### src/mirror_link_pkg.sv
/*
 * Shared constants and carrier types for the mirror-array controller host
 * link: widths, array-type codes, speed encodings, sequencer states and
 * the packed structs that group the pins.
 * Assumes a 25 MHz system clock and that every user of these types imports
 * this package.
 */
package mirror_link_pkg;

    // ------------------------------------------------------------------
    // Timing
    // ------------------------------------------------------------------
    localparam int CLK_PERIOD_NS  = 40;
    localparam int SETTLE_TIME_NS = 200;
    localparam int SETTLE_CYCLES  =
        (SETTLE_TIME_NS + CLK_PERIOD_NS - 1) / CLK_PERIOD_NS;
    localparam int SETTLE_BITS    = 4;

    // ------------------------------------------------------------------
    // Widths and codes
    // ------------------------------------------------------------------
    localparam int LANE_BITS       = 16;
    localparam int NUM_BUSES       = 4;
    localparam int SMALL_BUSES     = 2;
    localparam int BUFFER_DEPTH    = 2;
    localparam int LINK_MHZ_LOW    = 400;
    localparam int LINK_MHZ_HIGH   = 480;

    localparam logic [3:0] LARGE_ARRAY_TYPE = 4'hf;
    localparam logic [3:0] SMALL_ARRAY_TYPE = 4'he;
    localparam logic [1:0] SPEED_SEL_LOW    = 2'h0;

    localparam logic [3:0] FOUR_BUS_MASK = 4'hf;
    localparam logic [3:0] TWO_BUS_MASK  = 4'h3;
    localparam logic [3:0] NO_BUS_MASK   = 4'h0;

    // ------------------------------------------------------------------
    // Reset values
    // ------------------------------------------------------------------
    localparam logic [3:0] ARRAY_TYPE_RESET = 4'h0;
    localparam logic [1:0] SPEED_SEL_RESET  = 2'h0;

    // ------------------------------------------------------------------
    // Types
    // ------------------------------------------------------------------
    typedef enum logic [1:0] {
        ST_PARK   = 2'b00,
        ST_SAMPLE = 2'b01,
        ST_RUN    = 2'b11
    } seq_state_t;

    typedef struct packed {
        logic [LANE_BITS-1:0] pixels_pos;
        logic [LANE_BITS-1:0] pixels_neg;
        logic                 fwd_clk_pos;
        logic                 fwd_clk_neg;
        logic                 valid_pos;
        logic                 valid_neg;
    } bus_lane_t;

    typedef struct packed {
        logic [NUM_BUSES-1:0][LANE_BITS-1:0] lane;
    } pix_word_t;

    typedef struct packed {
        logic [1:0]  row_mode;
        logic [10:0] row_addr;
        logic        complement;
        logic        vertical_image_invert;
    } load_ctl_t;

    typedef struct packed {
        logic [3:0] block_addr;
        logic [1:0] block_mode;
        logic       paired_block_ctl_n;
        logic       watchdog_enable_n;
    } block_ctl_t;

    typedef struct packed {
        logic       board_reset_n;
        logic       link_clk;
        logic [3:0] array_type;
        logic [1:0] speed_sel;
        logic [2:0] fw_version;
        logic       irq;
        logic       config_done;
        logic       init_active;
        logic       mirror_clk_active;
    } pin_in_t;

    typedef struct packed {
        logic [3:0] array_type;
        logic [1:0] speed_sel;
        logic [2:0] fw_version;
        logic       irq;
        logic       config_done;
        logic       init_active;
        logic       mirror_clk_active;
    } status_t;

endpackage

### src/mirror_controller_host_link.sv
/*
 * Host-side link to a mirror-array display controller: init-run-park
 * sequencer, array-type and speed sampling, up to four 16-pair pixel
 * buses paced by the sampled link clock, and load/block control pins.
 * Assumes controller pins and the link clock are asynchronous to
 * I_SYS_CLK, and the pixel source and control inputs are on I_SYS_CLK.
 */
`timescale 1ns/1ps
module mirror_controller_host_link (
    input  wire logic                          I_SYS_CLK,
    input  wire logic                          I_RESET,
    input  wire logic                          I_CE,
    input  wire logic                          I_BOARD_RESET_N,
    input  wire logic                          I_LINK_CLK,
    input  wire logic [3:0]                    I_ARRAY_TYPE,
    input  wire logic [1:0]                    I_SPEED_SEL,
    input  wire logic [2:0]                    I_FW_VERSION,
    input  wire logic                          I_CTRL_IRQ,
    input  wire logic                          I_CONTROLLER_CONFIG_DONE,
    input  wire logic                          I_INIT_ACTIVE,
    input  wire logic                          I_MIRROR_CLK_ACTIVE,
    input  wire logic                          I_PIX_VALID,
    output logic                               O_PIX_READY,
    input  wire mirror_link_pkg::pix_word_t    I_PIX_DATA,
    input  wire mirror_link_pkg::load_ctl_t    I_LOAD_CTL,
    input  wire logic                          I_QUAD_ROW_LOAD,
    input  wire mirror_link_pkg::block_ctl_t   I_BLOCK_CTL,
    output mirror_link_pkg::bus_lane_t [3:0]   O_BUSES,
    output logic                               O_LINK_RATE_HIGH,
    output logic                               O_FOUR_BUSES,
    output logic                               O_CTRL_RESET_N,
    output logic                               O_POWER_FLOAT_N,
    output logic                               O_RUNNING,
    output mirror_link_pkg::load_ctl_t         O_LOAD_CTL,
    output logic                               O_QUAD_ROW_LOAD_N,
    output mirror_link_pkg::block_ctl_t        O_BLOCK_CTL,
    output mirror_link_pkg::status_t           O_STATUS
);
    import mirror_link_pkg::*;

    // ------------------------------------------------------------------
    // Pin synchronisers
    // ------------------------------------------------------------------
    pin_in_t pins_raw;
    pin_in_t pins_meta;
    pin_in_t pins_sync;
    logic    link_clk_last;

    assign pins_raw = '{
        board_reset_n:     I_BOARD_RESET_N,
        link_clk:          I_LINK_CLK,
        array_type:        I_ARRAY_TYPE,
        speed_sel:         I_SPEED_SEL,
        fw_version:        I_FW_VERSION,
        irq:               I_CTRL_IRQ,
        config_done:       I_CONTROLLER_CONFIG_DONE,
        init_active:       I_INIT_ACTIVE,
        mirror_clk_active: I_MIRROR_CLK_ACTIVE
    };

    always_ff @(posedge I_SYS_CLK)
    begin
        if (I_RESET)
        begin
            pins_meta     <= '0;
            pins_sync     <= '0;
            link_clk_last <= 1'b0;
        end
        else if (I_CE)
        begin
            pins_meta     <= pins_raw;
            pins_sync     <= pins_meta;
            link_clk_last <= pins_sync.link_clk;
        end
    end

    wire link_rise = pins_sync.link_clk & ~link_clk_last;

    // ------------------------------------------------------------------
    // Init-run-park sequencer
    // ------------------------------------------------------------------
    seq_state_t             state;
    seq_state_t             next_state;
    logic [SETTLE_BITS-1:0] settle_cnt;
    logic [3:0]             array_type;
    logic [1:0]             speed_sel;

    localparam logic [SETTLE_BITS-1:0] SETTLE_LAST =
        SETTLE_BITS'(SETTLE_CYCLES - 1);

    wire settle_done = (settle_cnt == SETTLE_LAST);
    wire running     = (state == ST_RUN);
    wire logic_clear = I_RESET | ~running;

    always_comb
    begin
        next_state = state;
        unique case (state)
            ST_PARK:
                if (pins_sync.board_reset_n)
                    next_state = ST_SAMPLE;
            ST_SAMPLE:
                if (!pins_sync.board_reset_n)
                    next_state = ST_PARK;
                else if (settle_done)
                    next_state = ST_RUN;
            ST_RUN:
                if (!pins_sync.board_reset_n)
                    next_state = ST_PARK;
            default:
                next_state = ST_PARK;
        endcase
    end

    always_ff @(posedge I_SYS_CLK)
    begin
        if (I_RESET)
        begin
            state      <= ST_PARK;
            settle_cnt <= '0;
            array_type <= ARRAY_TYPE_RESET;
            speed_sel  <= SPEED_SEL_RESET;
        end
        else if (I_CE)
        begin
            state <= next_state;
            if (state != ST_SAMPLE)
                settle_cnt <= '0;
            else if (!settle_done)
                settle_cnt <= settle_cnt + 1'b1;
            if (state == ST_SAMPLE && settle_done)
            begin
                array_type <= pins_sync.array_type;
                speed_sel  <= pins_sync.speed_sel;
            end
        end
    end

    // ------------------------------------------------------------------
    // Bus count and link rate
    // ------------------------------------------------------------------
    wire is_large = (array_type == LARGE_ARRAY_TYPE);
    wire is_small = (array_type == SMALL_ARRAY_TYPE);

    // On a large array, any jumper code other than the low one selects the validated rate; other arrays stay low.
    wire [3:0] bus_mask =
        is_large ? FOUR_BUS_MASK :
        is_small ? TWO_BUS_MASK  : NO_BUS_MASK;

    assign O_FOUR_BUSES     = is_large;
    assign O_LINK_RATE_HIGH =
        is_large & (speed_sel != SPEED_SEL_LOW);
    assign O_RUNNING        = running;
    assign O_CTRL_RESET_N   = running;
    assign O_POWER_FLOAT_N  = (state != ST_PARK);

    // ------------------------------------------------------------------
    // Pixel path
    // ------------------------------------------------------------------
    logic      buf_in_ready;
    logic      buf_out_valid;
    pix_word_t buf_out_data;

    wire drain = link_rise & running;

    word_buffer #(
        .WIDTH (NUM_BUSES * LANE_BITS),
        .DEPTH (BUFFER_DEPTH)
    ) u_word_buffer (
        .i_clk       (I_SYS_CLK),
        .i_clear     (logic_clear),
        .i_ce        (I_CE),
        .i_in_valid  (I_PIX_VALID & running),
        .o_in_ready  (buf_in_ready),
        .i_in_data   (I_PIX_DATA),
        .o_out_valid (buf_out_valid),
        .i_out_ready (drain),
        .o_out_data  (buf_out_data)
    );

    assign O_PIX_READY = buf_in_ready & running;

    genvar b;
    generate
        for (b = 0; b < NUM_BUSES; b++)
        begin : g_bus
            wire on = bus_mask[b] & running;
            wire [LANE_BITS-1:0] next_pixels =
                on ? buf_out_data.lane[b] : '0;
            wire next_valid = on & drain & buf_out_valid;
            wire next_fwd   = on & pins_sync.link_clk;

            always_ff @(posedge I_SYS_CLK)
            begin
                if (logic_clear)
                begin
                    O_BUSES[b].pixels_pos  <= '0;
                    O_BUSES[b].pixels_neg  <= '1;
                    O_BUSES[b].fwd_clk_pos <= 1'b0;
                    O_BUSES[b].fwd_clk_neg <= 1'b1;
                    O_BUSES[b].valid_pos   <= 1'b0;
                    O_BUSES[b].valid_neg   <= 1'b1;
                end
                else if (I_CE)
                begin
                    O_BUSES[b].fwd_clk_pos <= next_fwd;
                    O_BUSES[b].fwd_clk_neg <= ~next_fwd;
                    if (drain)
                    begin
                        O_BUSES[b].pixels_pos <= next_pixels;
                        O_BUSES[b].pixels_neg <= ~next_pixels;
                        O_BUSES[b].valid_pos  <= next_valid;
                        O_BUSES[b].valid_neg  <= ~next_valid;
                    end
                end
            end
        end
    endgenerate

    // ------------------------------------------------------------------
    // Load, block control and status
    // ------------------------------------------------------------------
    always_ff @(posedge I_SYS_CLK)
    begin
        if (logic_clear)
        begin
            O_LOAD_CTL        <= '0;
            O_QUAD_ROW_LOAD_N <= 1'b1;
            O_BLOCK_CTL       <= '{default: 1'b0,
                                  paired_block_ctl_n: 1'b1,
                                  watchdog_enable_n: 1'b1};
        end
        else if (I_CE)
        begin
            O_LOAD_CTL        <= I_LOAD_CTL;
            O_QUAD_ROW_LOAD_N <= ~I_QUAD_ROW_LOAD;
            O_BLOCK_CTL       <= I_BLOCK_CTL;
        end
    end

    always_ff @(posedge I_SYS_CLK)
    begin
        if (I_RESET)
            O_STATUS <= '0;
        else if (I_CE)
        begin
            O_STATUS.array_type        <= pins_sync.array_type;
            O_STATUS.speed_sel         <= pins_sync.speed_sel;
            O_STATUS.fw_version        <= pins_sync.fw_version;
            O_STATUS.irq               <= pins_sync.irq;
            O_STATUS.config_done       <= pins_sync.config_done;
            O_STATUS.init_active       <= pins_sync.init_active;
            O_STATUS.mirror_clk_active <= pins_sync.mirror_clk_active;
        end
    end
endmodule

### src/word_buffer.sv
/*
 * Small flip-flop FIFO with valid and ready on both sides.
 * Assumes one clock; the clear input empties it synchronously.
 */
`timescale 1ns/1ps
module word_buffer #(
    parameter int WIDTH = 64,
    parameter int DEPTH = 2
) (
    input  wire logic             i_clk,
    input  wire logic             i_clear,
    input  wire logic             i_ce,
    input  wire logic             i_in_valid,
    output logic                  o_in_ready,
    input  wire logic [WIDTH-1:0] i_in_data,
    output logic                  o_out_valid,
    input  wire logic             i_out_ready,
    output logic      [WIDTH-1:0] o_out_data
);
    localparam int PTR_BITS = (DEPTH > 1) ? $clog2(DEPTH) : 1;
    localparam logic [PTR_BITS:0] FULL_COUNT = (PTR_BITS + 1)'(DEPTH);
    localparam logic [PTR_BITS-1:0] LAST_SLOT = PTR_BITS'(DEPTH - 1);

    logic [WIDTH-1:0]    store [DEPTH];
    logic [PTR_BITS-1:0] wr_ptr;
    logic [PTR_BITS-1:0] rd_ptr;
    logic [PTR_BITS:0]   count;

    wire push = i_in_valid & o_in_ready & i_ce;
    wire pop  = o_out_valid & i_out_ready & i_ce;
    wire [PTR_BITS-1:0] next_wr_ptr =
        (wr_ptr == LAST_SLOT) ? '0 : wr_ptr + 1'b1;
    wire [PTR_BITS-1:0] next_rd_ptr =
        (rd_ptr == LAST_SLOT) ? '0 : rd_ptr + 1'b1;

    assign o_in_ready  = (count != FULL_COUNT);
    assign o_out_valid = (count != '0);
    assign o_out_data  = store[rd_ptr];

    always_ff @(posedge i_clk)
    begin
        if (i_clear)
        begin
            wr_ptr <= '0;
            rd_ptr <= '0;
            count  <= '0;
        end
        else
        begin
            if (push)
            begin
                store[wr_ptr] <= i_in_data;
                wr_ptr        <= next_wr_ptr;
            end
            if (pop)
                rd_ptr <= next_rd_ptr;
            if (push && !pop)
                count <= count + 1'b1;
            else if (pop && !push)
                count <= count - 1'b1;
        end
    end

endmodule

### config.mk
export PLATFORM = sky130hd
export DESIGN_NAME = mirror_controller_host_link
export DESIGN_NICKNAME = d
export VERILOG_FILES = /design/src/mirror_link_pkg.sv /design/src/mirror_controller_host_link.sv /design/src/word_buffer.sv
export SDC_FILE = /design/constraint.sdc
export NUM_CORES = 1
export LEC_CHECK = 0
export ABC_AREA = 0
export BUFFER_PORTS_ARGS = -buffer_cell sky130_fd_sc_hd__buf_2
export CORE_ASPECT_RATIO = 1.75
export CORE_UTILIZATION = 43
export DETAILED_ROUTE_END_ITERATION = 12
export GPL_TIMING_DRIVEN = 0
export MAX_ROUTING_LAYER = met4
export PLACE_DENSITY = 0.73
export RECOVER_POWER = 100
export SYNTH_ARGS = -nofsm -noshare
export SYNTH_HDL_FRONTEND = slang
export SYNTH_HIERARCHICAL = 1
export SYNTH_SLANG_ARGS = --single-unit
### constraint.sdc
create_clock -name I_SYS_CLK -period 6.1 [get_ports I_SYS_CLK]
set_clock_uncertainty 0.15 [all_clocks]
set_input_delay 0.305 -clock I_SYS_CLK [delete_from_list [all_inputs] [get_ports I_SYS_CLK]]
set_output_delay 0.305 -clock I_SYS_CLK [all_outputs]
set_load 0.05 [all_outputs]
* Word level (Yosys, flattened, before mapping)
Memory sizes are Yosys's and may differ from the RTL's. A register that Yosys moved wholly into a read port is not among the register bits.
Cells that the tools add are included.
** Operators by class
- $add $sub $neg :: 5
- Equality and inequality tests :: 11
- Mux-type cells :: 22
- Bitwise gates (word level) :: 41
- Reductions and logical operators :: 14
** Operator list (number)
- 2-to-1 mux 16 bit :: 4
- inverter 16 bit :: 4
- bitwise AND 1 bit :: 25
- 2-to-1 mux 2 bit :: 7
- 2-to-1 mux 4 bit :: 3
- inverter 1 bit :: 11
- == test 4 bit (second input constant) :: 2
- nonzero test 2 bit :: 4
- 2-to-1 mux 1 bit :: 7
- inequality test 2 bit (second input constant) :: 3
- one-hot mux 2 bit (3 select lines) :: 1
- AND reduction 2 bit :: 3
- adder 4 x 1 -> 4 bit (second input constant) :: 1
- == test 4 x 3 -> 1 bit (second input constant) :: 1
- inequality test 2 x 1 -> 1 bit (second input constant) :: 2
- AND reduction 4 bit :: 1
- logical AND 1 bit :: 3
- inequality test 3 bit (second input constant) :: 1
- adder 1 bit (second input constant) :: 2
- adder 2 x 1 -> 2 bit (second input constant) :: 1
- == test 2 x 1 -> 1 bit (second input constant) :: 1
- == test 2 bit (second input constant) :: 1
- logical NOT 1 bit :: 2
- logical NOT 2 bit :: 1
- 2 further kinds :: 2
** Storage, ports and cells
- Register bits after elaboration :: 228
- RAM bits :: 128
- Bits of input ports :: 107
- Output and inout port bits :: 187
- Logic and storage cells :: 160
- Memories kept :: 1
** Memory list
- u_word_buffer.store :: words 2, bits a word 64, rd ports 1, clocked after memory_dff 1, write ports 1, RTL line word_buffer.sv:24 : logic [WIDTH-1:0] store [DEPTH];

* Depth between registers and ports, before layout
Gate-level depths: netlist of run 1.
- Depth after elaboration :: 8
- Gate-level depth with buffers :: 8
- Mapped depth without buffers :: 8

* Cells and area by module
The synthesis of run 1 kept the hierarchy.
** By module, submodules not included
- mirror_controller_host_link :: times used 1, cells an instance 813, area each 7890.1 um2, sequential area each 4324.1 um2
- word_buffer :: times used 1, cells an instance 226, area each 4848.4 um2, sequential area each 3943.8 um2

* Worst setup path after synthesis of run 1
No wires, ideal clock.
- Kind :: input to register
- Start :: input port I_RESET
- End :: memory u_word_buffer.store[1][0] (enable)
- Setup time :: 0.578 ns
- Arrival time :: 5.892 ns
- Required time :: 5.372 ns
- Path slack :: -0.519 ns
- Stages on the path :: 7
- Path buffers :: 4
- Cells stage by stage :: clkbuf_1 -> and3b_1 -> buf_4 -> inv_4 -> buf_2 -> buf_2 -> nor3b_1
** Between the ends
- Word-level cells in the longest chain between the ends :: 3
** RTL lines
- start, declared :: RTL line mirror_controller_host_link.sv:11 : input wire logic I_RESET,
- OR 1 bit :: RTL line mirror_controller_host_link.sv:93 : wire logic_clear = I_RESET | ~running;
- via logic_clear :: RTL line mirror_controller_host_link.sv:93
- 2-to-1 mux 1 bit :: RTL line word_buffer.sv:42 : if (i_clear)
- 2-to-1 mux 1 bit (implied by the code) :: RTL line word_buffer.sv:52 : store[wr_ptr] <= i_in_data;
- end, declared :: RTL line word_buffer.sv:24
The timed path passes the listed nets, and every way through them passes these cells.

* Worst setup path in the final report of run 1
- Start :: register state[1]
- End :: memory u_word_buffer.store[1][21] (enable)
** Between the ends
- Elaborated cells between the ends (all ways) :: 9
- Those cells by class :: eq/ne (1); mux (3); bitwise (5)
** RTL lines
- start, declared :: RTL line mirror_controller_host_link.sv:82 : seq_state_t state;
- start signal, assigned :: RTL line mirror_controller_host_link.sv:126 : state <= next_state;
- == test 2 bit :: RTL line mirror_controller_host_link.sv:92 : wire running = (state == ST_RUN);
- inverter 1 bit :: RTL line mirror_controller_host_link.sv:93
- OR 1 bit :: RTL line mirror_controller_host_link.sv:93
- via logic_clear :: RTL line mirror_controller_host_link.sv:93
- 2-to-1 mux 1 bit :: RTL line word_buffer.sv:42
- 2-to-1 mux 1 bit (implied by the code) :: RTL line word_buffer.sv:52
The timed path passes the listed nets, and every way through them passes these cells.

==> results of run 1 <==
## repair_timing
action | CTS | global route
setup buffers | 0 | 0
hold buffers | 104 | 0
endpoints found under the hold margin | 168 | 0
## stage by stage
| stage | TNS [ns] | utilization (%) | instance area (um^2) | total power (uW) | hold slack (ns) |
|---|---|---|---|---|---|
| floorplan | 0 | - | 12750 | 2531 | 0.2539 |
| global placement | -26.20 | 50.15 | 14690 | 2581 | 0.2933 |
| detailed placement | 0 | 50.91 | 14910 | 2585 | 0.3064 |
| CTS | 0 | 57.92 | 16960 | 4548 | 0.07998 |
| global route | 0 | 56.63 | 16580 | 4640 | 0.1492 |
| finish | 0 | 56.63 | 16580 | 4512 | 0.1045 |
## worst max-delay path: cells and delay by family (launching register included)
family | cells | cell delay (ns)
AND/OR/NAND/NOR | 2 | 1.00
flip-flops | 1 | 0.31
buffers and inverters | 7 | 2.32
## cells by family (layout without fill, tap and decap cells)
logic type                 Yosys count  count (layout)  share of synthesized area [%]
DFF                                349             349                          64.91
and+or+nand+nor                    294             294                          10.15
AOI/OAI and AO/OA                  153             153                          8.762
muxes                              136             136                          11.32
buffers and inverters              101             561                          4.371
adders and majority gates            3               3                         0.2947
xor gates and xnor gates             3               3                         0.2063
other                                0               1                              0
## final timing paths
path                                           startpoint                                    to  slack, ns  cells after the start
worst max-delay path                state[1]$_SDFFE_PP0P_  u_word_buffer/store[1][21]$_DFFE_PP_       1.99                      9
worst max register to register      state[1]$_SDFFE_PP0P_  u_word_buffer/store[1][21]$_DFFE_PP_       1.99                      9
worst min-delay path                              I_RESET             speed_sel[0]$_SDFFE_PP0P_       0.10                      4
worst min register to register  speed_sel[1]$_SDFFE_PP0P_             speed_sel[1]$_SDFFE_PP0P_       0.31                      2
## layout make-up
cell class	count	area (um^2)	share of cell area, %
antenna	1	2.502	0.01509
buffer	92	440.4	2.656
sequential	349	8268	49.85
multi-input combinational	589	3921	23.64
clock buffer	42	899.6	5.424
tap	382	478.0	2.882
inverter	9	35.03	0.2112
timing repair buffer	404	2427	14.64
clock inverter	14	112.6	0.6790
## routing by layer
metal	wire [um]	track usage, %	vias to the layer above
li1	-	-	4628
met1	12610	22.46	4728
met2	18750	43.15	296
met3	1532	3.042	92
met4	1547	11.59	0
met5	0	-	-
## power by group
| group | internal [uW] | switching, uW |
|---|---|---|
| combinational | 88.1 | 68.4 |
| clock | 1080 | 851 |
| sequential | 2420 | 7.40 |
## cell usage in the layout, fill, tap and decap left out, types with 6 or more instances in the layout
master,synthesis,layout
sky130_fd_sc_hd__clkbuf_16,0,33
sky130_fd_sc_hd__inv_1,8,8
sky130_fd_sc_hd__a31o_1,13,13
sky130_fd_sc_hd__dfxtp_1,221,221
sky130_fd_sc_hd__nor2_1,105,105
sky130_fd_sc_hd__a21oi_1,40,40
sky130_fd_sc_hd__buf_2,32,81
sky130_fd_sc_hd__o22ai_1,36,36
sky130_fd_sc_hd__mux2i_1,72,72
sky130_fd_sc_hd__buf_16,0,7
sky130_fd_sc_hd__mux2_2,64,64
sky130_fd_sc_hd__edfxtp_1,128,128
sky130_fd_sc_hd__buf_4,18,16
sky130_fd_sc_hd__clkbuf_1,31,286
sky130_fd_sc_hd__dlygate4sd3_1,0,104
sky130_fd_sc_hd__o32a_1,33,33
sky130_fd_sc_hd__nand2_1,123,123
sky130_fd_sc_hd__a31o_2,20,20
sky130_fd_sc_hd__clkinv_2,0,10
sky130_fd_sc_hd__nor4_1,33,33
sky130_fd_sc_hd__nand3_1,6,6
## state kept, by name (all words and copies together), names as in the netlist, 4 cells and up, named ones only
signal               flops
O_BLOCK_CTL              8
array_type               4
pins_sync               15
pins_meta               15
settle_cnt               4
O_BUSES                136
O_LOAD_CTL              15
u_word_buffer/store    128
O_STATUS                13
==> metrics.txt, run 1 <==
power density over the cells=272.1 nW/um^2; post_cts resized=0; area growth from synthesis to final layout=30.19%; combined area of all synthesized cells=12740 um^2; kind of capture point of the worst setup path=register; worst relative slew slack=37.25%; Final nets=1585; biggest cell delay along the critical path=0.79 ns; count of antenna-violating nets left after detailed routing=0; leakage power=0.005861 uW; critical path launch point type=register; final count of hold timing violations=0; path type of the worst setup path=reg2reg; routed length per instance=18.30 um; max-cap violations=0; ys flop type=sky130_fd_sc_hd__dfxtp_1; final global-route overflow total=0; DRC=0; timing-limited maximum frequency=243.1 MHz; depth of the CTS H-tree=1; routed vias=9744; Post-DP HPWL=24010 um; clock sink count=349; Peak VDD IR=229.8 uV; syn_area_per_cell=12.26 um^2; Synth async-reset ratio=0%; critical path arrival=4.23 ns; unrepaired setup endpoints after global routing=no; number of flops mapped to enable cells by yosys=128; clock-pin slew reported for the worst setup and hold paths after clock tree synthesis=0.07 ns; cell type of the slowest stage on the worst timing path=sky130_fd_sc_hd__nor3b_4; Die Footprint=30340 um^2; Seq cells post-synth=349; Initial Utilization=43.50%; top area cells in the synthesized netlist=sky130_fd_sc_hd__dfxtp_1, sky130_fd_sc_hd__edfxtp_1, sky130_fd_sc_hd__mux2i_1; router iterations before antenna repair=4; ratio of final minimum period to clock period=67.44%; Cell Count, Final, Fillers Out=1882; Crit Path Max Fanout=16; total wire length after detailed routing=34440 um; portion of synthesized cell area occupied by the leading cell type=34.73%; placer's final routability congestion estimate=0.8528; vias in the first global route=10040; CTS Buf Count=30; Clk Latency, worst-skew pair=0.56 ns; slack of the critical path=1.986 ns; class of the worst hold path=in2reg; I/O pin count=294; total nets after synthesis=1149; antenna violations before repair=1; Worst Path Required=6.22 ns; first-pass GRT wire length=52410 um; sequential element share of the synthesized area=64.91%; pin slew with the least headroom to its limit=0.9413 ns; cell-by-cell trace of the critical path=clkbuf_1, and3b_1, clkbuf_1, clkinvlp_2, clkbuf_1, clkbuf_1, nor3b_4, buf_16, buf_16; Yosys top cell by area=sky130_fd_sc_hd__dfxtp_1; leading post-synthesis cells by instance count=sky130_fd_sc_hd__dfxtp_1, sky130_fd_sc_hd__edfxtp_1, sky130_fd_sc_hd__nand2_1; Critical Path Most Common Cell=sky130_fd_sc_hd__clkbuf_1; Yosys cell types=44; cell chosen for the clock root=sky130_fd_sc_hd__clkbuf_16; Fillers=2518; All-Layer GR Usage=22.81%; synthesis warning total=6; # setup viols final=0; most common cell in the netlist=sky130_fd_sc_hd__dfxtp_1; FP Rows=83; number of DRC violations after detailed-routing iteration 0=413; final period demand of the worst path=4.114 ns; run status=finished clean; Via density=5.177; vertical extent of the die=229.7 um; maximum clock insertion buffer count=3; max-slew violations=0; largest net degree at the start of global routing=20; CORE AREA=29290 um^2; proportion of layout cells with a drive suffix above 1=16.68%; port bufs=292; pre-CTS setup slack=2.995 ns; cell count after placement=1721; Die Span X=132.1 um; Cells after Synth=1039; clock tree from TritonCTS=yes
Note: power is estimated with default switching activity, not from simulation.
==> inputs of run 2 (changes only) <==
- PLACE_DENSITY: 0.73 -> 0.7
- clock period: 6.1 -> 4 ns (I/O delays scaled with it)
==> run 2 against run 1 <==
  * Worst hold slack got worse by 0.067 ns
  * Register-to-register slack got worse by 1.4 ns
  * Count of clock-buffer cells in the layout fell by 4
  * Critical path depth rose by 1
  * Cell count rose by 0.21%
  * Non-clock buffer count rose by 2
  * Die area did not move
  * Maximum frequency rose by 21%
  * Core utilization rose by 0.45 points
  * Sequential power rose by 52%
  * Design area rose by 0.80%
  * Worst setup slack got worse by 1.4 ns
  * Critical path type unchanged
  * Critical endpoint is now u_word_buffer/store[1][5]$_DFFE_PP_
  * Largest power group unchanged
  * Highest routed layer unchanged
==> metrics.txt, run 2 (same netlist as run 1, synthesis figures left out) <==
origin of the critical flop-to-flop path=state[0]$_SDFFE_PP0P_; Clk Latency, worst-skew pair=0.56 ns; standard cell area after detailed placement=14910 um^2; Crit Reg-Reg Endpoint=u_word_buffer/store[1][5]$_DFFE_PP_; power density over the cells=427.2 nW/um^2; timing-limited maximum frequency=294.2 MHz; cell count after placement=1721; largest net degree at the start of global routing=17; antenna violations before repair=3; Die Footprint=30340 um^2; Cell Count, Final, Fillers Out=1886; run status=finished clean; largest registers ranked by flip-flop count=O_BUSES: 136 flops, u_word_buffer/store: 128 flops; Initial Utilization=43.50%; max-cap violations=0; unrepaired setup endpoints after global routing=no; post-route setup TNS=0 ns; Worst Path Required=4.12 ns; first-pass GRT wire length=53320 um; I/O pin count=294; register ranked first by flip-flop count=O_BUSES; max-slew violations=0; final count of hold timing violations=0; Crit Path Max Fanout=16; clock tree from TritonCTS=yes; max reg flops=136; slack of the critical path=0.6007 ns; CTS Buf Count=30; hold path depth=5; ratio of final minimum period to clock period=84.98%; clock-pin slew reported for the worst setup and hold paths after clock tree synthesis=0.07 ns; area occupied by multi-input gates=3919 um^2; count of antenna-violating nets left after detailed routing=0; cell chosen for the clock root=sky130_fd_sc_hd__clkbuf_16; depth of the CTS H-tree=1; Worst Hold Slack=0.03766 ns; Post-DP HPWL=24450 um; pin slew with the least headroom to its limit=0.8920 ns; Via density=5.146; routed length per instance=18.52 um; CORE AREA=29290 um^2; proportion of layout cells with a drive suffix above 1=17.06%; final period demand of the worst path=3.399 ns; final global-route overflow total=0; All-Layer GR Usage=23.22%; setup slack, reg-to-reg=0.60 ns; critical path arrival=3.52 ns; cell count of the worst reg-to-reg path=10; worst relative slew slack=40.54%; Worst Hold Endpoint=u_word_buffer/wr_ptr$_SDFFE_PP0P_; Final nets=1587; placer's final routability congestion estimate=0.8244; path type of the worst setup path=reg2reg; pre-CTS setup slack=0.7404 ns; Hold Startpoint=I_PIX_VALID; FP Rows=83; critical path launch point type=register; post_cts resized=0; Fillers=2605; class of the worst hold path=in2reg; most used cells in the layout excluding fill and tap cells=sky130_fd_sc_hd__clkbuf_1, sky130_fd_sc_hd__dfxtp_1, sky130_fd_sc_hd__edfxtp_1; Die Span X=132.1 um; routed vias=9705; maximum clock insertion buffer count=3; Seq. cell area=8268 um^2; clock sink count=349; port bufs=292; area growth from synthesis to final layout=31.23%; total wire length after detailed routing=34940 um; vias in the first global route=9844; router iterations before antenna repair=5; area of all placed cells without fillers=16720 um^2; Peak VDD IR=330.5 uV; most common cell after layout, fill and taps aside=sky130_fd_sc_hd__clkbuf_1; vertical extent of the die=229.7 um; leakage power=0.005925 uW; number of DRC violations after detailed-routing iteration 0=504; DRC=0; # setup viols final=0; kind of capture point of the worst setup path=register
## run 2: repair_timing
item                                   CTS  global route
setup endpoints to repair                0             0
endpoints found under the hold margin  173             0
setup buffers                            0             0
hold buffers                           106             0
## run 2: metrics by stage
stage | total power, uW | utilization [%]
after global routing | 7337 | 57.08
after floorplan | 3860 | -
after CTS | 7203 | 58.28
after global placement | 3935 | 50.20
after detailed placement | 3941 | 50.91
final | 7141 | 57.08
## run 2: worst max-delay path, cell delays in order (launching register included)
cell,delay (ns)
sky130_fd_sc_hd__dfxtp_1,0.31
sky130_fd_sc_hd__buf_4,0.15
sky130_fd_sc_hd__and3b_1,0.20
sky130_fd_sc_hd__buf_4,0.20
sky130_fd_sc_hd__inv_4,0.07
sky130_fd_sc_hd__buf_2,0.21
sky130_fd_sc_hd__clkbuf_1,0.41
sky130_fd_sc_hd__nor3b_4,0.77
sky130_fd_sc_hd__buf_8,0.27
sky130_fd_sc_hd__buf_16,0.18
sky130_fd_sc_hd__buf_16,0.16
## run 2: worst max path at each step
| stage | from | endpoint | depth (start not counted) |
|---|---|---|---|
| finish | state[0]$_SDFFE_PP0P_ | u_word_buffer/store[1][5]$_DFFE_PP_ | 10 |
| global route | state[1]$_SDFFE_PP0P_ | u_word_buffer/store[1][27]$_DFFE_PP_ | 10 |
| CTS | state[0]$_SDFFE_PP0P_ | u_word_buffer/store[1][54]$_DFFE_PP_ | 10 |
| detailed placement | state[0]$_SDFFE_PP0P_ | u_word_buffer/store[1][5]$_DFFE_PP_ | 10 |
| global placement | state[1]$_SDFFE_PP0P_ | u_word_buffer/store[1][5]$_DFFE_PP_ | 7 |
| floorplan | state[1]$_SDFFE_PP0P_ | u_word_buffer/store[1][0]$_DFFE_PP_ | 7 |
## run 2: power breakdown
part	switching (uW)	internal [uW]	leakage, uW
registers	10.6	3690	0.00294
logic	105	135	0.00244
clock network	1320	1880	0.000547
total	1430	5710	0.00592
## run 2: layer usage
| layer | wire, um | GRT usage [%] |
|---|---|---|
| met1 | 13590 | 24.84 |
| met2 | 18770 | 43.15 |
| met3 | 1345 | 2.579 |
| met4 | 1241 | 9.302 |
| met5 | 0 | - |
## run 2: final cells by class
| cell class | count | area share, % |
|---|---|---|
| Sequential cell | 349 | 49.46 |
| Multi-Input combinational cell | 589 | 23.44 |
| Timing Repair Buffer | 406 | 14.62 |
| Clock buffer | 38 | 5.037 |
| Tap cell | 382 | 2.859 |
| Buffer | 92 | 2.799 |
| Clock inverter | 18 | 1.527 |
| Inverter | 9 | 0.2170 |
| Antenna cell | 3 | 0.04491 |
==> inputs of run 3 (changes only) <==
- ABC_AREA: 0 -> 1
- PLACE_DENSITY: 0.7 -> 0.72
- clock period: 4 -> 3 ns (I/O delays scaled with it)
==> run 3 against run 2 <==
  * Sequential power increased by 35%
  * Largest cell class unchanged
  * Maximum frequency is 24% higher
  * Core utilization hardly changed
  * Count of clock-buffer cells in the layout is 10 higher
  * Flip-flop and latch count is the same
  * Wire length is 5.9% higher
  * Critical path depth is 2 lower
  * Design area increased by 3.0%
  * Cell count up 16%
  * Largest power group unchanged
==> metrics.txt, run 3 <==
total design power=9722 uW; Die Footprint=31490 um^2; Buf+Inv Stages, Crit Path=4; total wire length after detailed routing=36990 um; cell chosen for the clock root=sky130_fd_sc_hd__clkbuf_16; total nets after synthesis=1442; area growth from synthesis to final layout=30.15%; routed vias=10820; syn_area_per_cell=9.930 um^2; Critical Path Most Common Cell=sky130_fd_sc_hd__nor2_4; placer's final routability congestion estimate=0.8615; ratio of final minimum period to clock period=91.22%; critical path launch point type=register; Clock Power Share=44.1%; post-route setup TNS=0 ns; largest registers ranked by flip-flop count=O_BUSES: 136 flops, u_word_buffer/store: 128 flops; sequential element share of the synthesized area=62.51%; FP Rows=84; register ranked first by flip-flop count=O_BUSES; cell type of the slowest stage on the worst timing path=sky130_fd_sc_hd__dfxtp_1; DRC=0; slack of the critical path=0.2634 ns; vias in the first global route=10940; routed length per instance=16.89 um; Seq cells post-synth=349; final period demand of the worst path=2.737 ns; run status=finished clean; CORE AREA=30160 um^2; unrepaired setup endpoints after global routing=no; depth of the CTS H-tree=2; clock sink count=349; CTS Buf Count=34; I/O pin count=294; clock tree from TritonCTS=yes; proportion of power drawn by combinational gates=4.7%; antenna violations before repair=3; combined area of all synthesized cells=13230 um^2; vertical extent of the die=234.0 um; max-cap violations=0; final global-route overflow total=0; number of flops mapped to enable cells by yosys=128; final count of hold timing violations=0; maximum clock insertion buffer count=3; biggest cell delay along the critical path=0.43 ns; max reg flops=136; switching share of total power=21.43%; leading post-synthesis cells by instance count=sky130_fd_sc_hd__nand2_1, sky130_fd_sc_hd__dfxtp_1, sky130_fd_sc_hd__edfxtp_1; Initial Utilization=43.85%; largest net degree at the start of global routing=31; # setup viols final=0; leakage power=0.006636 uW; Crit Path Max Fanout=30; Worst Path Required=3.06 ns; pre-CTS setup slack=-0.7352 ns; top area cells in the synthesized netlist=sky130_fd_sc_hd__dfxtp_1, sky130_fd_sc_hd__edfxtp_1, sky130_fd_sc_hd__nand2_1; most used cells in the layout excluding fill and tap cells=sky130_fd_sc_hd__nand2_1, sky130_fd_sc_hd__clkbuf_1, sky130_fd_sc_hd__dfxtp_1; Post-DP HPWL=26110 um; Worst Hold Slack=0.07028 ns; first-pass GRT wire length=55980 um; portion of synthesized cell area occupied by the leading cell type=33.45%; power density over the cells=564.8 nW/um^2; sequential fraction of design power=51.2%; Synth async-reset ratio=0%; Cell Int Power=7638 uW; Clk Latency, worst-skew pair=0.53 ns; proportion of layout cells with a drive suffix above 1=11.95%; net switching power=2084 uW; critical path arrival=2.80 ns; Via density=4.941; Yosys cell types=28; router iterations before antenna repair=5; ys flop type=sky130_fd_sc_hd__dfxtp_1; Yosys top cell by area=sky130_fd_sc_hd__dfxtp_1; timing-limited maximum frequency=365.4 MHz; dominant delay contributor by cell family on the critical path=buffers and inverters; area of all placed cells without fillers=17210 um^2; synthesis warning total=6; pin slew with the least headroom to its limit=0.7803 ns; most common cell after layout, fill and taps aside=sky130_fd_sc_hd__nand2_1; Die Span X=134.6 um; All-Layer GR Usage=23.99%; port bufs=293; count of antenna-violating nets left after detailed routing=0; most common cell in the netlist=sky130_fd_sc_hd__nand2_1; standard cell area after detailed placement=15280 um^2; Cells after Synth=1332; Peak VDD IR=492.8 uV; kind of capture point of the worst setup path=register; cell-by-cell trace of the critical path=nand2_2, nor2_4, clkinv_2, clkbuf_1, inv_1, nand2_1, nor2_4, buf_12; class of the worst hold path=in2reg; number of DRC violations after detailed-routing iteration 0=533; Final nets=1884; worst relative slew slack=47.98%; path type of the worst setup path=reg2reg; clock-pin slew reported for the worst setup and hold paths after clock tree synthesis=0.07 ns; max-slew violations=0
## run 3: repair_timing
action                                  4_1_cts  5_1_grt
resized for setup                             2        0
hold buffers                                105        0
endpoints found under the setup margin      128        0
endpoints found under the hold margin       179        0
setup buffers                                 4        0
## run 3: cells by family after synthesis
group | Yosys count | share of synthesized area [%]
simple gates | 614 | 18.82
flops | 349 | 62.51
buf+inv | 162 | 5.875
compound gates | 139 | 5.297
mux | 64 | 7.152
fa+ha+maj | 3 | 0.2838
xor+xnor | 1 | 0.06623
## run 3: worst min-delay path, stage by stage
cell	delay, ns
sky130_fd_sc_hd__buf_2	0.11
sky130_fd_sc_hd__inv_1	0.05
sky130_fd_sc_hd__nor2_1	0.05
sky130_fd_sc_hd__nand3_1	0.16
sky130_fd_sc_hd__nand3_1	0.09
sky130_fd_sc_hd__o21ai_0	0.09
## run 3: metal layers
metal	up-vias	global-route usage [%]	routed length, um
li1	5252	-	-
met3	100	3.437	1885
met1	5112	23.74	13420
met5	-	-	0
met4	0	11.76	1636
met2	357	45.30	20040
## run 3: layout make-up
type,count,area (um^2)
clock buffers,48,996.0
diodes,4,10.01
plain buffers,88,483.0
well taps,387,484.2
multi-input cells,821,4202
fillers,2681,12950
flip-flops and latches,349,8268
clock inverters,13,128.9
repair buffers,406,2364
inverters,74,279.0
## run 3: metrics by stage
step / utilization (%) / cells
floorplan: - / 1332
global placement: 50.37 / 2012
detailed placement: 50.66 / 2016
CTS: 58.07 / 2186
global route: 57.07 / 2190
finish: 57.07 / 2190
## run 3: worst paths after layout
| kind | start | to | slack (ns) | depth (start not counted) |
|---|---|---|---|---|
| min reg2reg | O_BUSES[33]$_SDFFE_PP0P_ | O_BUSES[33]$_SDFFE_PP0P_ | 0.29 | 2 |
| min | I_PIX_VALID | u_word_buffer/wr_ptr$_SDFFE_PP0P_ | 0.07 | 6 |
| max reg2reg | state[1]$_SDFFE_PP0P_ | u_word_buffer/store[1][44]$_DFFE_PP_ | 0.26 | 8 |
| max | state[1]$_SDFFE_PP0P_ | u_word_buffer/store[1][44]$_DFFE_PP_ | 0.26 | 8 |
## run 3: power groups by stage
| stage | Combinational, uW | Clock, uW | Sequential (uW) |
|---|---|---|---|
| 6_report | 455 | 4290 | 4980 |
| 4_1_cts | 462 | 4370 | 4970 |
| 3_5_place_dp | 346 | 0 | 5080 |
| 5_1_grt | 496 | 4560 | 4980 |
| 2_1_floorplan | 158 | 0 | 5110 |
| 3_3_place_gp | 334 | 0 | 5070 |
